### config.mk
export PLATFORM = sky130hd
export DESIGN_NAME = fsbs_sequencer
export DESIGN_NICKNAME = d
export VERILOG_FILES = /design/src/logic/fsbs_pkg.sv /design/src/logic/fsbs_sequencer.sv
export VERILOG_INCLUDE_DIRS = /design/src /design/src/logic
export SDC_FILE = /design/constraint.sdc
export NUM_CORES = 1
export LEC_CHECK = 0
export BUFFER_PORTS_ARGS = -buffer_cell sky130_fd_sc_hd__buf_4
export CAP_MARGIN = 20
export CORE_UTILIZATION = 55
export DETAILED_ROUTE_END_ITERATION = 6
export GPL_ROUTABILITY_DRIVEN = 0
export GPL_TIMING_DRIVEN = 0
export PLACE_DENSITY = 0.74
export SETUP_SLACK_MARGIN = 0.05
export SLEW_MARGIN = 20
export SYNTH_ARGS = -nofsm -noshare
export SYNTH_HDL_FRONTEND = slang
export SYNTH_SLANG_ARGS = --single-unit
### constraint.sdc
create_clock -name core_clk_i -period 4.4 [get_ports core_clk_i]
set_clock_uncertainty 0.15 [all_clocks]
set_input_delay 0.66 -clock core_clk_i [delete_from_list [all_inputs] [get_ports core_clk_i]]
set_output_delay 0.66 -clock core_clk_i [all_outputs]
set_load 0.03 [all_outputs]
### src/logic/fsbs_defs.svh
// constants of the frequency sweep burst sequencer: word fields, addresses, reset values
// assumes inclusion by bare name from the sequencer design file
`ifndef FSBS_DEFS_SVH
`define FSBS_DEFS_SVH
`define FSBS_WORD_W      16
`define FSBS_BIT_LAST    4'hF
`define FSBS_FIFO_DEPTH  16
`define FSBS_ADDR_CTRL   4'h0
`define FSBS_ADDR_COUNT  4'h1
`define FSBS_ADDR_DLO    4'h2
`define FSBS_ADDR_DHI    4'h3
`define FSBS_ADDR_SLO    4'hC
`define FSBS_ADDR_SHI    4'hD
`define FSBS_TOP_INT     2'h1
`define FSBS_TOP_BURST   2'h2
`define FSBS_BIT_B24     11
`define FSBS_BIT_BURST   7
`define FSBS_BIT_TRI     6
`define FSBS_BIT_EXT     5
`define FSBS_BIT_PINB    4
`define FSBS_BIT_BASE    13
`define FSBS_CTRL_RST    12'h000
`define FSBS_HALF_RST    12'h000
`define FSBS_TIME_RST    14'h0000
`define FSBS_MIDSCALE    12'h800
`endif

### src/logic/fsbs_pkg.sv
// types of the frequency sweep burst sequencer
// assumes the constants header is compiled alongside
package fsbs_pkg;
   typedef enum logic [1:0] {
      FSBS_IDLE = 2'b00,  // output held at midscale, waiting for trigger
      FSBS_RUN  = 2'b01   // sweep running
   } fsbs_state_t;
   typedef logic [23:0] fsbs_freq_t;  // frequency tuning word
endpackage

### src/logic/fsbs_sequencer.sv
// frequency sweep burst sequencer: serial word intake, word fifo, sweep engine, phase accumulator
// assumes core_clk_i at 100 MHz; serial pins, trigger and abort are asynchronous to it
`timescale 1ns/1ps
`include "fsbs_defs.svh"

// word fifo with honest full and empty
module fsbs_fifo #(
   parameter int WIDTH = 16,
   parameter int DEPTH = 16
) (
   input  wire logic             core_clk_i,
   input  wire logic             arst_n_i,
   input  wire logic             in_valid_i,
   output logic                  in_ready_o,
   input  wire logic [WIDTH-1:0] in_data_i,
   output logic                  out_valid_o,
   input  wire logic             out_ready_i,
   output logic      [WIDTH-1:0] out_data_o
);
   localparam int AW = $clog2(DEPTH);
   logic [WIDTH-1:0] mem_reg [DEPTH];  // storage
   logic [AW:0]      wr_ptr_reg;       // write pointer with wrap bit
   logic [AW:0]      rd_ptr_reg;       // read pointer with wrap bit
   logic             push;
   logic             pop;

   assign in_ready_o  = (wr_ptr_reg[AW] == rd_ptr_reg[AW])
                        || (wr_ptr_reg[AW-1:0] != rd_ptr_reg[AW-1:0]);
   assign out_valid_o = (wr_ptr_reg != rd_ptr_reg);
   assign out_data_o  = mem_reg[rd_ptr_reg[AW-1:0]];
   assign push        = in_valid_i && in_ready_o;
   assign pop         = out_valid_o && out_ready_i;

   // storage write
   always_ff @(posedge core_clk_i) begin
      if (push) begin
         mem_reg[wr_ptr_reg[AW-1:0]] <= in_data_i;
      end
   end

   // pointers
   always_ff @(posedge core_clk_i or negedge arst_n_i) begin
      if (!arst_n_i) begin
         wr_ptr_reg <= '0;
         rd_ptr_reg <= '0;
      end else begin
         if (push) wr_ptr_reg <= wr_ptr_reg + 1'b1;
         if (pop)  rd_ptr_reg <= rd_ptr_reg + 1'b1;
      end
   end
endmodule

// sequencer top
module fsbs_sequencer (
   input  wire logic        core_clk_i,    // master clock
   input  wire logic        arst_n_i,      // async reset, active low
   input  wire logic        sclk_i,        // serial clock pin
   input  wire logic        frame_sync_n_i,// frame sync pin, active low
   input  wire logic        serial_in_i,   // serial data pin
   input  wire logic        trigger_i,     // start / step / burst pin
   input  wire logic        abort_i,       // abort pin
   output logic             rx_ready_o,    // word fifo has room
   output logic             running_o,     // sweep active
   output logic             midscale_o,    // output forced to midscale
   output logic [23:0]      freq_o,        // current tuning word
   output logic [11:0]      wave_o         // waveform sample
);
   // two-flop synchronizers plus one history flop for edges
   logic [1:0] sclk_sync_reg, fs_sync_reg, sd_sync_reg, trg_sync_reg, abt_sync_reg;
   logic       sclk_prev_reg, trg_prev_reg, abt_prev_reg;

   // input synchronizers, first stage read only by second
   always_ff @(posedge core_clk_i or negedge arst_n_i) begin
      if (!arst_n_i) begin
         sclk_sync_reg <= 2'b11;
         fs_sync_reg   <= 2'b11;
         sd_sync_reg   <= 2'b00;
         trg_sync_reg  <= 2'b00;
         abt_sync_reg  <= 2'b00;
      end else begin
         sclk_sync_reg <= {sclk_sync_reg[0], sclk_i};
         fs_sync_reg   <= {fs_sync_reg[0], frame_sync_n_i};
         sd_sync_reg   <= {sd_sync_reg[0], serial_in_i};
         trg_sync_reg  <= {trg_sync_reg[0], trigger_i};
         abt_sync_reg  <= {abt_sync_reg[0], abort_i};
      end
   end

   // edge history
   always_ff @(posedge core_clk_i or negedge arst_n_i) begin
      if (!arst_n_i) begin
         sclk_prev_reg <= 1'b1;
         trg_prev_reg  <= 1'b0;
         abt_prev_reg  <= 1'b0;
      end else begin
         sclk_prev_reg <= sclk_sync_reg[1];
         trg_prev_reg  <= trg_sync_reg[1];
         abt_prev_reg  <= abt_sync_reg[1];
      end
   end

   logic sclk_fall, trg_rise, abt_rise, fs_low, trg_level;
   assign fs_low    = !fs_sync_reg[1];
   assign sclk_fall = sclk_prev_reg && !sclk_sync_reg[1] && fs_low;
   assign trg_rise  = trg_sync_reg[1] && !trg_prev_reg;
   assign abt_rise  = abt_sync_reg[1] && !abt_prev_reg;
   assign trg_level = trg_sync_reg[1];

   // serial shifter
   logic [15:0] shift_reg;     // incoming bits, address first
   logic [3:0]  bit_cnt_reg;   // bits taken of current word
   logic        word_vld_reg;  // complete word waiting for fifo
   logic [15:0] word_reg;      // complete word

   // shift one bit per falling serial clock edge while framed
   always_ff @(posedge core_clk_i or negedge arst_n_i) begin
      if (!arst_n_i) begin
         shift_reg   <= 16'h0000;
         bit_cnt_reg <= 4'h0;
      end else if (!fs_low) begin
         bit_cnt_reg <= 4'h0;
      end else if (sclk_fall) begin
         shift_reg   <= {shift_reg[14:0], sd_sync_reg[1]};
         bit_cnt_reg <= bit_cnt_reg + 4'h1;
      end
   end

   logic push_ready;
   // word hand-off to the fifo; a full fifo drops the word
   always_ff @(posedge core_clk_i or negedge arst_n_i) begin
      if (!arst_n_i) begin
         word_vld_reg <= 1'b0;
         word_reg     <= 16'h0000;
      end else begin
         word_vld_reg <= fs_low && sclk_fall && (bit_cnt_reg == `FSBS_BIT_LAST);
         if (fs_low && sclk_fall && (bit_cnt_reg == `FSBS_BIT_LAST)) begin
            word_reg <= {shift_reg[14:0], sd_sync_reg[1]};
         end
      end
   end

   logic        rd_valid, rd_ready;
   logic [15:0] rd_word;
   fsbs_fifo #(.WIDTH(`FSBS_WORD_W), .DEPTH(`FSBS_FIFO_DEPTH)) u_fifo (
      .core_clk_i  (core_clk_i),
      .arst_n_i    (arst_n_i),
      .in_valid_i  (word_vld_reg),
      .in_ready_o  (push_ready),
      .in_data_i   (word_reg),
      .out_valid_o (rd_valid),
      .out_ready_i (rd_ready),
      .out_data_o  (rd_word)
   );
   assign rx_ready_o = push_ready;

   // register side: one word every other cycle
   logic        apply_busy_reg;
   logic        take;
   logic        ctrl_wr;
   logic [11:0] ctrl_reg, count_reg, dlo_reg, dhi_reg, slo_reg, shi_reg, pend_reg;
   logic [13:0] int_reg, burst_reg;
   assign rd_ready = !apply_busy_reg;
   assign take     = rd_valid && rd_ready;
   assign ctrl_wr  = take && (rd_word[15:12] == `FSBS_ADDR_CTRL);

   // drain pacing
   always_ff @(posedge core_clk_i or negedge arst_n_i) begin
      if (!arst_n_i) apply_busy_reg <= 1'b0;
      else           apply_busy_reg <= take;
   end

   // parameter registers; paired halves commit together when b24 set
   always_ff @(posedge core_clk_i or negedge arst_n_i) begin
      if (!arst_n_i) begin
         ctrl_reg  <= `FSBS_CTRL_RST;
         count_reg <= `FSBS_HALF_RST;
         dlo_reg   <= `FSBS_HALF_RST;
         dhi_reg   <= `FSBS_HALF_RST;
         slo_reg   <= `FSBS_HALF_RST;
         shi_reg   <= `FSBS_HALF_RST;
         pend_reg  <= `FSBS_HALF_RST;
         int_reg   <= `FSBS_TIME_RST;
         burst_reg <= `FSBS_TIME_RST;
      end else if (take) begin
         if (rd_word[15:14] == `FSBS_TOP_INT) int_reg <= rd_word[13:0];
         else if (rd_word[15:14] == `FSBS_TOP_BURST) burst_reg <= rd_word[13:0];
         else begin
            unique case (rd_word[15:12])
               `FSBS_ADDR_CTRL:  ctrl_reg  <= rd_word[11:0];
               `FSBS_ADDR_COUNT: count_reg <= rd_word[11:0];
               `FSBS_ADDR_DLO: begin
                  if (ctrl_reg[`FSBS_BIT_B24]) pend_reg <= rd_word[11:0];
                  else dlo_reg <= rd_word[11:0];
               end
               `FSBS_ADDR_DHI: begin
                  dhi_reg <= rd_word[11:0];
                  if (ctrl_reg[`FSBS_BIT_B24]) dlo_reg <= pend_reg;
               end
               `FSBS_ADDR_SLO: begin
                  if (ctrl_reg[`FSBS_BIT_B24]) pend_reg <= rd_word[11:0];
                  else slo_reg <= rd_word[11:0];
               end
               `FSBS_ADDR_SHI: begin
                  shi_reg <= rd_word[11:0];
                  if (ctrl_reg[`FSBS_BIT_B24]) slo_reg <= pend_reg;
               end
               default: ;  // reserved addresses ignored
            endcase
         end
      end
   end

   logic burst_mode, tri_mode, ext_mode, pin_burst;
   assign burst_mode = ctrl_reg[`FSBS_BIT_BURST];
   assign tri_mode   = ctrl_reg[`FSBS_BIT_TRI];
   assign ext_mode   = ctrl_reg[`FSBS_BIT_EXT];
   assign pin_burst  = ctrl_reg[`FSBS_BIT_PINB];

   // sweep engine
   fsbs_pkg::fsbs_state_t state_reg;
   fsbs_pkg::fsbs_freq_t  freq_reg, start_w, delta_w;
   logic [11:0] idx_reg;       // increments taken
   logic        down_reg;      // descending leg of up/down sweep
   logic [13:0] tint_cnt_reg;  // interval progress
   logic [13:0] burst_cnt_reg; // burst progress
   logic [23:0] phase_reg;     // phase accumulator
   logic        msb_prev_reg;  // for output cycle ticks
   logic        kill, start, step, cyc_tick, int_tick, bst_tick, int_done, at_top;
   assign start_w  = {shi_reg, slo_reg};
   assign delta_w  = {dhi_reg, dlo_reg};
   assign kill     = abt_rise || ctrl_wr;
   assign start    = trg_rise && (state_reg == fsbs_pkg::FSBS_IDLE) && !kill;
   assign cyc_tick = phase_reg[23] && !msb_prev_reg;
   assign int_tick = int_reg[`FSBS_BIT_BASE] ? cyc_tick : 1'b1;
   assign bst_tick = burst_reg[`FSBS_BIT_BASE] ? cyc_tick : 1'b1;
   assign int_done = int_tick && ({1'b0, tint_cnt_reg[12:0]} + 14'h0001
                                  >= {1'b0, int_reg[12:0]});
   assign at_top   = (idx_reg == count_reg);
   assign step     = (state_reg == fsbs_pkg::FSBS_RUN) && !kill
                     && (ext_mode ? trg_rise : int_done);

   // state
   always_ff @(posedge core_clk_i or negedge arst_n_i) begin
      if (!arst_n_i) state_reg <= fsbs_pkg::FSBS_IDLE;
      else if (kill) state_reg <= fsbs_pkg::FSBS_IDLE;
      else if (start) state_reg <= fsbs_pkg::FSBS_RUN;
   end

   // frequency walk
   always_ff @(posedge core_clk_i or negedge arst_n_i) begin
      if (!arst_n_i) begin
         freq_reg <= 24'h00_0000;
         idx_reg  <= 12'h000;
         down_reg <= 1'b0;
      end else if (start) begin
         freq_reg <= start_w;
         idx_reg  <= 12'h000;
         down_reg <= 1'b0;
      end else if (step) begin
         if (!tri_mode) begin
            if (at_top) begin
               freq_reg <= start_w;
               idx_reg  <= 12'h000;
            end else begin
               freq_reg <= freq_reg + delta_w;
               idx_reg  <= idx_reg + 12'h001;
            end
         end else if (!down_reg) begin
            if (at_top) begin
               down_reg <= (count_reg != 12'h000);
               freq_reg <= (count_reg != 12'h000) ? freq_reg - delta_w : freq_reg;
               idx_reg  <= (count_reg != 12'h000) ? idx_reg - 12'h001 : idx_reg;
            end else begin
               freq_reg <= freq_reg + delta_w;
               idx_reg  <= idx_reg + 12'h001;
            end
         end else begin
            freq_reg <= freq_reg - delta_w;
            idx_reg  <= idx_reg - 12'h001;
            if (idx_reg == 12'h001) down_reg <= 1'b0;
         end
      end
   end

   // interval and burst timers restart at every step
   always_ff @(posedge core_clk_i or negedge arst_n_i) begin
      if (!arst_n_i) begin
         tint_cnt_reg  <= 14'h0000;
         burst_cnt_reg <= 14'h0000;
      end else if (start || step || state_reg == fsbs_pkg::FSBS_IDLE) begin
         tint_cnt_reg  <= 14'h0000;
         burst_cnt_reg <= 14'h0000;
      end else begin
         if (int_tick) tint_cnt_reg <= tint_cnt_reg + 14'h0001;
         if (bst_tick && burst_cnt_reg[12:0] < burst_reg[12:0]) begin
            burst_cnt_reg <= burst_cnt_reg + 14'h0001;
         end
      end
   end

   logic quiet;
   assign quiet = (state_reg == fsbs_pkg::FSBS_IDLE)
                  || (pin_burst && !trg_level)
                  || (burst_mode && !pin_burst
                      && burst_cnt_reg[12:0] >= burst_reg[12:0]);

   // phase accumulator; zeroed at burst step starts and when quiet in burst
   always_ff @(posedge core_clk_i or negedge arst_n_i) begin
      if (!arst_n_i) begin
         phase_reg    <= 24'h00_0000;
         msb_prev_reg <= 1'b0;
      end else begin
         msb_prev_reg <= phase_reg[23];
         if (kill || start || (step && burst_mode) || (quiet && burst_mode)) begin
            phase_reg <= 24'h00_0000;
         end else if (state_reg == fsbs_pkg::FSBS_RUN) begin
            phase_reg <= phase_reg + freq_reg;
         end
      end
   end

   // registered outputs
   always_ff @(posedge core_clk_i or negedge arst_n_i) begin
      if (!arst_n_i) begin
         midscale_o <= 1'b1;
         wave_o     <= `FSBS_MIDSCALE;
         freq_o     <= 24'h00_0000;
         running_o  <= 1'b0;
      end else begin
         midscale_o <= quiet || kill;
         wave_o     <= (quiet || kill) ? `FSBS_MIDSCALE : phase_reg[23:12];
         freq_o     <= freq_reg;
         running_o  <= (state_reg == fsbs_pkg::FSBS_RUN) && !kill;
      end
   end
endmodule

Word level (Yosys, flattened, before mapping)
Memories as Yosys holds them, arrays and structs flattened.
Index checks and enable logic that the tools add are counted.
W data, S select, Z words.
- register bits after elaboration: 302
- memory bits (writable): 256
- input port bits: 7
- output and inout port bits: 39
- logic and storage cells: 178
- memories: 1
- memories (name ; words ; bits a word ; read ports ; clocked after memory_dff ; wr ports ; RTL line ; text):
    u_fifo.mem_reg ; 16 ; 16 ; 1 ; 0 ; 1 ; fsbs_sequencer.sv:21 ; logic [WIDTH-1:0] mem_reg [DEPTH];
- $add $sub $neg: 11
- order comparisons: 3
- equal/unequal tests: 19
- multiplexer cells: 40
- bitwise logic cells: 3
- reductions and logical operators: 65
- operators with widths (operator ; count):
    $mux W24 ; 9
    $mux W12 ; 10
    $mux W14 ; 4
    $add A24 B24 Y24 ; 2
    $pmux W12 S2 ; 2
    $add A14 B1 Y14 const B ; 2
    $sub A24 B24 Y24 ; 1
    $logic_and A1 B1 Y1 ; 21
    $reduce_bool A2 Y1 ; 9
    $reduce_and A4 Y1 ; 4
    $add A13 B1 Y14 const B ; 1
    $ge A14 B13 Y1 ; 1
    $ge A13 B13 Y1 ; 1
    $lt A13 B13 Y1 ; 1
    $add A12 B1 Y12 const B ; 1
    $eq A12 B1 Y1 const B ; 1
    $eq A12 B12 Y1 ; 1
    $eq A4 B4 Y1 const B ; 3
    $reduce_and A6 Y1 ; 2
    $reduce_bool A12 Y1 ; 1
    $sub A12 B1 Y12 const B ; 1
    $mux W1 ; 11
    $add A5 B1 Y5 const B ; 2
    $logic_or A1 B1 Y1 ; 10
    other kinds (20) ; 40

Logic depth before layout (Yosys ltp)
Gate-level depths: netlist of run 1.
- depth in word-level cells: 11
- gate-level depth with buffers: 18
- mapped depth without buffers: 15

Cells and area by module
Synthesis of run 1 repeated with hierarchy kept, for this count alone.
- cell total of the unflattened synthesis: 2066
- area, all modules: 26306.5 sq um
- modules (own cells, without submodules) (module ; instances ; cells an instance ; area each (sq um) ; seq. area each (sq um)):
    fsbs_sequencer ; 1 ; 1592 ; 15977.8 ; 7065.5
    fsbs_fifo ; 1 ; 474 ; 10328.7 ; 7937.6

Worst setup path after synthesis of run 1
No wires, ideal clock.
- path kind: flip-flop to flip-flop
- start point: register u_fifo.rd_ptr_reg[0]
- end point: register count_reg[0]
- setup time: 0.125 ns
- data arrival time: 4.167 ns
- data required time: 4.125 ns
- setup slack: -0.042 ns
- stages on the path, launching flop included: 14
- path buffers: 6
- period minus slack after synthesis: 4.442 ns
- path through: dfrtp_1 > buf_6 > buf_6 > buf_2 > buf_2 > buf_2 > mux4_2 > mux4_2 > inv_1 > ha_1 > or4_1 > nor2_1 > buf_2 > mux2_2
- cells in the longest elaborated chain, start to end: 4
- elaborated cells between the ends (all ways): 9
- classes of those cells: eq/ne (4); bitwise (2); reduce/logical (2); memory (1)
- ends and longest elaborated chain (what ; RTL line ; text):
    start, declared ; fsbs_sequencer.sv:23 ; logic [AW:0] rd_ptr_reg;
    start signal, assigned ; fsbs_sequencer.sv:48 ; if (pop) rd_ptr_reg <= rd_ptr_reg + 1'b1;
    $mem_v2 Z16 W16 ; n/a ;
    $eq A2 B2 Y1 (no source line) / $eq A2 B1 Y1 (equally long branches) ; n/a ;
    $not A1 Y1 (no source line) ; n/a ;
    $reduce_and A4 Y1 (no source line) ; n/a ;
    end signal, assigned ; fsbs_sequencer.sv:176 ; count_reg <= `FSBS_HALF_RST;
    end signal, assigned ; fsbs_sequencer.sv:190 ; `FSBS_ADDR_COUNT: count_reg <= rd_word[11:0];
    end, declared ; fsbs_sequencer.sv:160 ; logic [11:0] ctrl_reg, count_reg, dlo_reg, dhi_reg, slo_reg, shi_reg, pend_reg;
Parallel ways exist; a longest one is shown, timed or not.
A chain may end at the register's enable or synchronous reset.

Worst setup path after layout of run 1
- start point: register u_fifo.rd_ptr_reg[1]
- end point: register freq_reg[15]
- cells in the longest elaborated chain, start to end: 9
- elaborated cells between the ends (all ways): 14
- classes of those cells: eq/ne (2); mux (1); reduce/logical (10); memory (1)
- ends and longest elaborated chain (what ; RTL line ; text):
    $mem_v2 Z16 W16 / $ne A5 B5 Y1 (equally long branches) ; n/a ;
    $logic_not A4 Y1 / $logic_and A1 B1 Y1 (equally long branches) ; n/a ;
    $logic_and A1 B1 Y1 * ; fsbs_sequencer.sv:164 ; assign ctrl_wr = take && (rd_word[15:12] == `FSBS_ADDR_CTRL);
    $logic_or A1 B1 Y1 * ; fsbs_sequencer.sv:231 ; assign kill = abt_rise || ctrl_wr;
    $logic_not A1 Y1 * ; fsbs_sequencer.sv:232, fsbs_sequencer.sv:239 ;
    parallel branches: the longest is 4 deep, another holds $ne A5 B4 Y1 ; n/a ;
    end signal, assigned ; fsbs_sequencer.sv:256 ; freq_reg <= start_w;
    end signal, assigned ; fsbs_sequencer.sv:262 ; freq_reg <= start_w;
    end signal, assigned ; fsbs_sequencer.sv:265 ; freq_reg <= freq_reg + delta_w;
    end, declared ; fsbs_sequencer.sv:221 ; fsbs_pkg::fsbs_freq_t freq_reg, start_w, delta_w;
Mark *: on every way between the ends.

==> flow_metrics.env, run 1 <==
export IMPL_outcome="complete, but fails checks"
export IMPL_violations="design-rule violations"
export IMPL_vias=17564
export IMPL_dpl_cell_area_sq_um=27590
export IMPL_p_total_w=0.01259
export IMPL_clk_path_buf_depth=3
export IMPL_avgSynthCellArea_sq_um=12.81
export IMPL_largest_reg_flops=256
export IMPL_ys_ff_latch=548
export IMPL_pin_count=46
export IMPL_core_sq_um=46750
export IMPL_fin_crit_ns=4.319
export IMPL_cts_root_buf="clkbuf_16"
export IMPL_report_final_slew_viol_count=0
export IMPL_maxCapViolCount=0
export IMPL_wirelength_microns=63160
export IMPL_gr_total_overflow=0
export IMPL_syn_to_final_growth_pct=13.83
export IMPL_ys_seq_area_frac=0.5734
export IMPL_ff2ff_path_depth=15
export IMPL_diodes=0
export IMPL_fp_dieArea_sq_um=48450
export IMPL_row_count=79
export IMPL_synth_main_ff_cell="dfrtp_1"
export IMPL_netlist_area_sq_um=26170
export IMPL_syn_nets=2164
export IMPL_chipWidth_microns=220.1
export IMPL_critical_path_class="flip-flop to flip-flop"
export IMPL_fin_area_sq_um=29780
export IMPL_tightest_slew_ns=1.031
export IMPL_drc=18
export IMPL_antenna_found_initial=0
export IMPL_cp_arrival_ns=4.67
export IMPL_fin_crit_sh=0.9815
export IMPL_hold_viol=0
export IMPL_io_buffers=45
export IMPL_numCtsBuffers=57
export IMPL_fill_cells=3386
export IMPL_syn_inst=2043
export IMPL_worstSkewPairLatency_ns=0.68
export IMPL_grt_pass1_vias=17930
export IMPL_required_ns=4.75
export IMPL_cp_end_kind="flip-flop"
export IMPL_clk_pin_slew_ns=0.06
export IMPL_drtAntennaViolNets=0
export IMPL_drive_gt1_frac=0.1818
export IMPL_rsz0062_at_grt="true"
export IMPL_dp_hpwl_microns=42310
export IMPL_finalSetupViolCount=0
export IMPL_initial_core_util=0.5596
export IMPL_firstDrtPassIters=7
export IMPL_relSlewSlack=0.3128
export IMPL_grt_util_all_layers=0.2685
export IMPL_fmax_mhz=231.6
export IMPL_yosysUniqueCellTypes=85
export IMPL_via_per_inst=6.209
export IMPL_die_h_microns=220.1
export IMPL_powerDensity_nw_per_um2=422.6
export IMPL_grt_pass1_wl_microns=99520
export IMPL_yosysWarnings=0
export IMPL_synth_edff_count=256
export IMPL_htree_levels=2
export IMPL_final_hold_worst_slack_ns=0.1989
export IMPL_peakVddDrop_uv=374.2
export IMPL_whs_path_depth=0
export IMPL_power_leakage_nw=12.07
export IMPL_cp_start_kind="flip-flop"
export IMPL_drt_iter0_markers=1381
export IMPL_crit_fanout=19
export IMPL_grt_max_degree=96
export IMPL_wl_per_cell_microns=22.33
export IMPL_hold_class="flip-flop to flip-flop"
export IMPL_stdcell_count=2829
export IMPL_fin_nets=2294
export IMPL_cts_sinks=548
export IMPL_place_inst=2712
export IMPL_cts_tree="built"
export IMPL_async_flop_share=0.5328
-- worst paths after layout --
kind | from | to | slack [ns]
worst max register to register | u_fifo.rd_ptr_reg[1] | freq_reg[15] | 0.08
max in group asynchronous | arst_n_i | fs_sync_reg[1] | 2.11
worst max-delay path | u_fifo.rd_ptr_reg[1] | freq_reg[15] | 0.08
worst min-delay path | sd_sync_reg[0] | sd_sync_reg[1] | 0.20
worst min register to register | sd_sync_reg[0] | sd_sync_reg[1] | 0.20
min in group asynchronous | arst_n_i | phase_reg[5] | 0.43
-- synthesized netlist by cell type (all sizes together) (9+ instances only) --
| library cell | n | area share |
|---|---|---|
| a211oi | 13 | 0.0037 |
| a21o | 18 | 0.0055 |
| a21oi | 78 | 0.015 |
| a221o | 13 | 0.0050 |
| a221oi | 9 | 0.0030 |
| a31oi | 13 | 0.0031 |
| a32oi | 13 | 0.0044 |
| and2 | 9 | 0.0022 |
| and3 | 30 | 0.0072 |
| buf | 29 | 0.0060 |
| clkbuf | 72 | 0.010 |
| dfrtp | 285 | 0.27 |
| edfxtp | 256 | 0.29 |
| ha | 111 | 0.053 |
| inv | 93 | 0.013 |
| mux2 | 89 | 0.038 |
| mux2i | 41 | 0.016 |
| mux4 | 78 | 0.067 |
| nand2 | 140 | 0.020 |
| nand2b | 21 | 0.0050 |
| nand3 | 30 | 0.0057 |
| nand4 | 21 | 0.0050 |
| nor2 | 145 | 0.021 |
| nor2b | 11 | 0.0026 |
| nor3 | 30 | 0.0057 |
| o211ai | 11 | 0.0033 |
| o21a | 11 | 0.0032 |
| o21ai | 129 | 0.025 |
| o21bai | 11 | 0.0032 |
| o221ai | 12 | 0.0040 |
| o22ai | 11 | 0.0026 |
| o31ai | 11 | 0.0032 |
| or3 | 13 | 0.0031 |
| xnor2 | 58 | 0.019 |
| xor2 | 35 | 0.012 |
-- critical path, cell delays in order (launching register included) --
cell and delay [ns]:
dfrtp_1 0.42, clkbuf_4 0.27, clkbuf_8 0.23, buf_8 0.23, mux4_2 0.35, mux4_2 0.55
inv_1 0.11, ha_1 0.15, inv_1 0.07, o41a_1 0.43, buf_6 0.17, nand2_4 0.11
nand2_2 0.13, buf_4 0.25, a222oi_1 0.41, o21ai_0 0.12
-- layout by cell type, fill, tap and decap left out, types with 57 or more instances in the layout --
cell and n:
clkbuf_16 57, clkbuf_1 74, ha_1 111, dfrtp_1 285, inv_1 92, nor2_1 130, xnor2_1 58, a21oi_1 78
mux4_2 78, edfxtp_1 256, buf_4 62, o21ai_0 126, mux2_2 89, nand2_1 138
-- kinds of logic after synthesis --
group	Yosys count	share of synthesized area
AO/OA/AOI/OAI	402	0.1015
adder cells (fa/ha/maj)	114	0.05537
flip-flops	548	0.5734
AND/OR/NAND/NOR	482	0.08746
XOR/XNOR	93	0.03113
buffers and inverters	196	0.03003
multiplexers	208	0.1211
-- metal layers --
metal / up-vias / part of all wire / routed length [microns] / GRT usage
li1: 7852 / - / - / -
met1: 8758 / 0.40 / 25040 / 0.3368
met2: 786 / 0.50 / 31420 / 0.4599
met3: 168 / 0.067 / 4217 / 0.04155
met4: 0 / 0.039 / 2493 / 0.1216
met5: - / 0 / 0 / 0
-- what timing repair did --
action                                  in CTS  in global routing
buffers inserted                             0                  9
resized for setup                           18                 16
pin swaps                                    1                  3
hold endpoints to repair                    68                  0
endpoints found under the setup margin     207                 91
hold buffers                                 6                  0
-- where the power goes --
group / internal (W) / switching [W] / total (W)
Combinational: 0.000673 / 0.00118 / 0.00185
Clock: 0.00295 / 0.00209 / 0.00504
Sequential: 0.00553 / 0.000157 / 0.00569
Total: 0.00916 / 0.00342 / 0.0126
-- through the flow --
stage	utilization	setup TNS, ns	setup WS, ns
final	0.6370	0	0.08149
after global routing	0.6370	0	0.007391
after CTS	0.6347	0	0.05112
after detailed placement	0.5901	-206.97	-1.333
after global placement	0.5832	-193.06	-1.206
after floorplan	-	0	0.05434
-- cell type report --
cell class / instances / area (sq um) / share of cell area
inverter: 95 / 357.8 / 0.01201
multi-input combinational: 1299 / 10490 / 0.3523
buffer: 95 / 479.2 / 0.01609
clock buffer: 83 / 1634 / 0.05486
clock inverter: 25 / 362.8 / 0.01218
timing repair buffer: 77 / 695.7 / 0.02336
sequential: 548 / 15000 / 0.5037
tap: 607 / 759.5 / 0.02550
(Power assumes the default switching activity.)
==> run 2, diff against run 1 <==
CELL_PAD_IN_SITES_DETAIL_PLACEMENT = 1   (was unset)
CELL_PAD_IN_SITES_GLOBAL_PLACEMENT = 2   (was unset)
CORE_UTILIZATION = 41   (was 55)
PLACE_DENSITY = unset   (was 0.74)
PLACE_DENSITY_LB_ADDON = 0.1   (was unset)
==> run 2 against run 1 <==
The flow now finishes without violations. Register-to-register slack gained 0.13 ns. Critical path depth stayed put. Routed wire length increased by 18%. Sequential power about the same. Count of clock-buffer cells in the layout grew 1. Critical endpoint is now freq_reg[18]. Worst setup slack gained 0.13 ns. Sequential cell count did not move. Combinational power up 3%. Clock power grew 11%. Global-route usage shrank 3.4 points. Total power increased by 5.0%.
==> flow_metrics.env, run 2 (synthesis results as in run 1) <==
export IMPL_cp_slowest_cell="mux4_2"
export IMPL_wl_per_cell_microns=24.28
export IMPL_largest_reg_flops=256
export IMPL_cp_start_kind="flip-flop"
export IMPL_fmax_mhz=238.5
export IMPL_crit_fanout=11
export IMPL_fp_dieArea_sq_um=64830
export IMPL_ff2ff_path_depth=15
export IMPL_fin_nets=2305
export IMPL_grt_max_degree=91
export IMPL_rsz0062_at_grt="false"
export IMPL_crit_cells=15
export IMPL_fin_crit_ns=4.193
export IMPL_cts_sinks=548
export IMPL_whs_path_depth=0
export IMPL_diodes=0
export IMPL_multiInputGateArea_sq_um=10530
export IMPL_core_sq_um=63080
export IMPL_via_per_inst=5.645
export IMPL_required_ns=4.76
export IMPL_powerDensity_nw_per_um2=431.6
export IMPL_fin_crit_sh=0.9531
export IMPL_stdcell_count=3080
export IMPL_htree_levels=2
export IMPL_maxCapViolCount=0
export IMPL_antenna_found_initial=0
export IMPL_r2r_setup_slack_ns=0.21
export IMPL_hold_class="flip-flop to flip-flop"
export IMPL_vias=17386
export IMPL_chipWidth_microns=254.6
export IMPL_r2r_end="freq_reg[18]"
export IMPL_firstDrtPassIters=5
export IMPL_relSlewSlack=0.3289
export IMPL_cp_end_kind="flip-flop"
export IMPL_io_buffers=45
export IMPL_fill_cells=6457
export IMPL_seq_area_sq_um=15000
export IMPL_finalSetupViolCount=0
export IMPL_path_cells="clkbuf_8 -> clkbuf_8 -> clkbuf_16 -> mux4_2 -> mux4_2 -> inv_1 -> ha_1 -> inv_1 -> o41a_1 -> buf_6 -> nand2_4 -> nand2_4 -> buf_8 -> a222oi_1 -> o21ai_0"
export IMPL_timing_final_ws_setup_ns=0.2065
export IMPL_wirelength_microns=74790
export IMPL_drtAntennaViolNets=0
export IMPL_place_ws_ns=-1.777
export IMPL_tightest_slew_ns=1.004
export IMPL_die_h_microns=254.6
export IMPL_grt_pass1_wl_microns=113200
export IMPL_numCtsBuffers=60
export IMPL_cpLargestDelayFamily="buffers and inverters"
export IMPL_initial_core_util=0.4148
export IMPL_critical_path_class="flip-flop to flip-flop"
export IMPL_r2r_start="u_fifo.rd_ptr_reg[1]"
export IMPL_clk_pin_slew_ns=0.06
export IMPL_drt_iter0_markers=1063
export IMPL_syn_to_final_growth_pct=17.02
export IMPL_power_leakage_nw=12.29
export IMPL_peakVddDrop_uv=364.0
export IMPL_report_final_slew_viol_count=0
export IMPL_final_common_cell="dfrtp_1"
export IMPL_worstSkewPairLatency_ns=0.68
export IMPL_drc=0
export IMPL_grt_util_all_layers=0.2348
export IMPL_hold_viol=0
export IMPL_clk_path_buf_depth=3
export IMPL_cts_root_buf="clkbuf_16"
export IMPL_place_inst=2958
export IMPL_path_buf_inv=7
export IMPL_drive_gt1_frac=0.1916
export IMPL_cts_tree="built"
export IMPL_dp_hpwl_microns=52910
export IMPL_cp_arrival_ns=4.55
export IMPL_outcome="finished, final reports clean"
export IMPL_mostFrequentLayoutCells="dfrtp_1, edfxtp_1, nand2_1, nor2_1, o21ai_0"
export IMPL_grt_pass1_vias=18457
export IMPL_startpoint="u_fifo.rd_ptr_reg[1]"
export IMPL_pin_count=46
export IMPL_max_stage_delay_ns=0.54
export IMPL_gr_total_overflow=0
export IMPL_row_count=92
export IMPL_crit_end="freq_reg[18]"
[run 2: worst min path at each step]
stage / from / end / slack, ns
6_report: trg_sync_reg[0] / trg_sync_reg[1] / 0.19
5_1_grt: trg_sync_reg[0] / trg_sync_reg[1] / 0.20
4_1_cts: trg_sync_reg[0] / trg_sync_reg[1] / 0.19
3_5_place_dp: trg_sync_reg[0] / trg_sync_reg[1] / 0.19
3_3_place_gp: abt_sync_reg[0] / abt_sync_reg[1] / 0.18
2_1_floorplan: abt_sync_reg[0] / abt_sync_reg[1] / 0.18
[run 2: layout make-up]
cell class | count | area share
tap | 846 | 0.03457
clock buffer | 84 | 0.05725
inverter | 95 | 0.01181
buffer | 95 | 0.01671
clock inverter | 28 | 0.01573
timing repair buffer | 85 | 0.03004
multi-input combinational | 1299 | 0.3438
sequential | 548 | 0.4901
[run 2: what timing repair did]
item                       4_1_cts  5_1_grt
pin swaps                        0        3
hold endpoints to repair        54        0
setup endpoints to repair      207       86
setup buffers                    6        4
hold buffers                     6        0
resized for setup               31       16
[run 2: per-stage QoR]
stage	total power (W)	area (sq um)	util	setup TNS [ns]	hold slack, ns
after global routing	0.01371	30620	0.4854	0	0.2005
after floorplan	0.006902	26170	-	0	0.1812
after CTS	0.01335	30540	0.4842	0	0.1937
after detailed placement	0.007652	28120	0.4457	-269.42	0.1870
final	0.01321	30620	0.4854	0	0.1907
after global placement	0.007586	27570	0.4370	-355.32	0.1832
[run 2: metal layers]
metal  GRT usage  wire length, microns
met1      0.2935                 31660
met2      0.4162                 38270
met3     0.03184                  2483
met4     0.08109                  2384
met5           0                     0
[run 2: power by group]
part	total [W]	internal [W]	switching, W
clock	0.00561	0.00343	0.00218
combinational	0.00191	0.000657	0.00125
sequential	0.00570	0.00553	0.000165
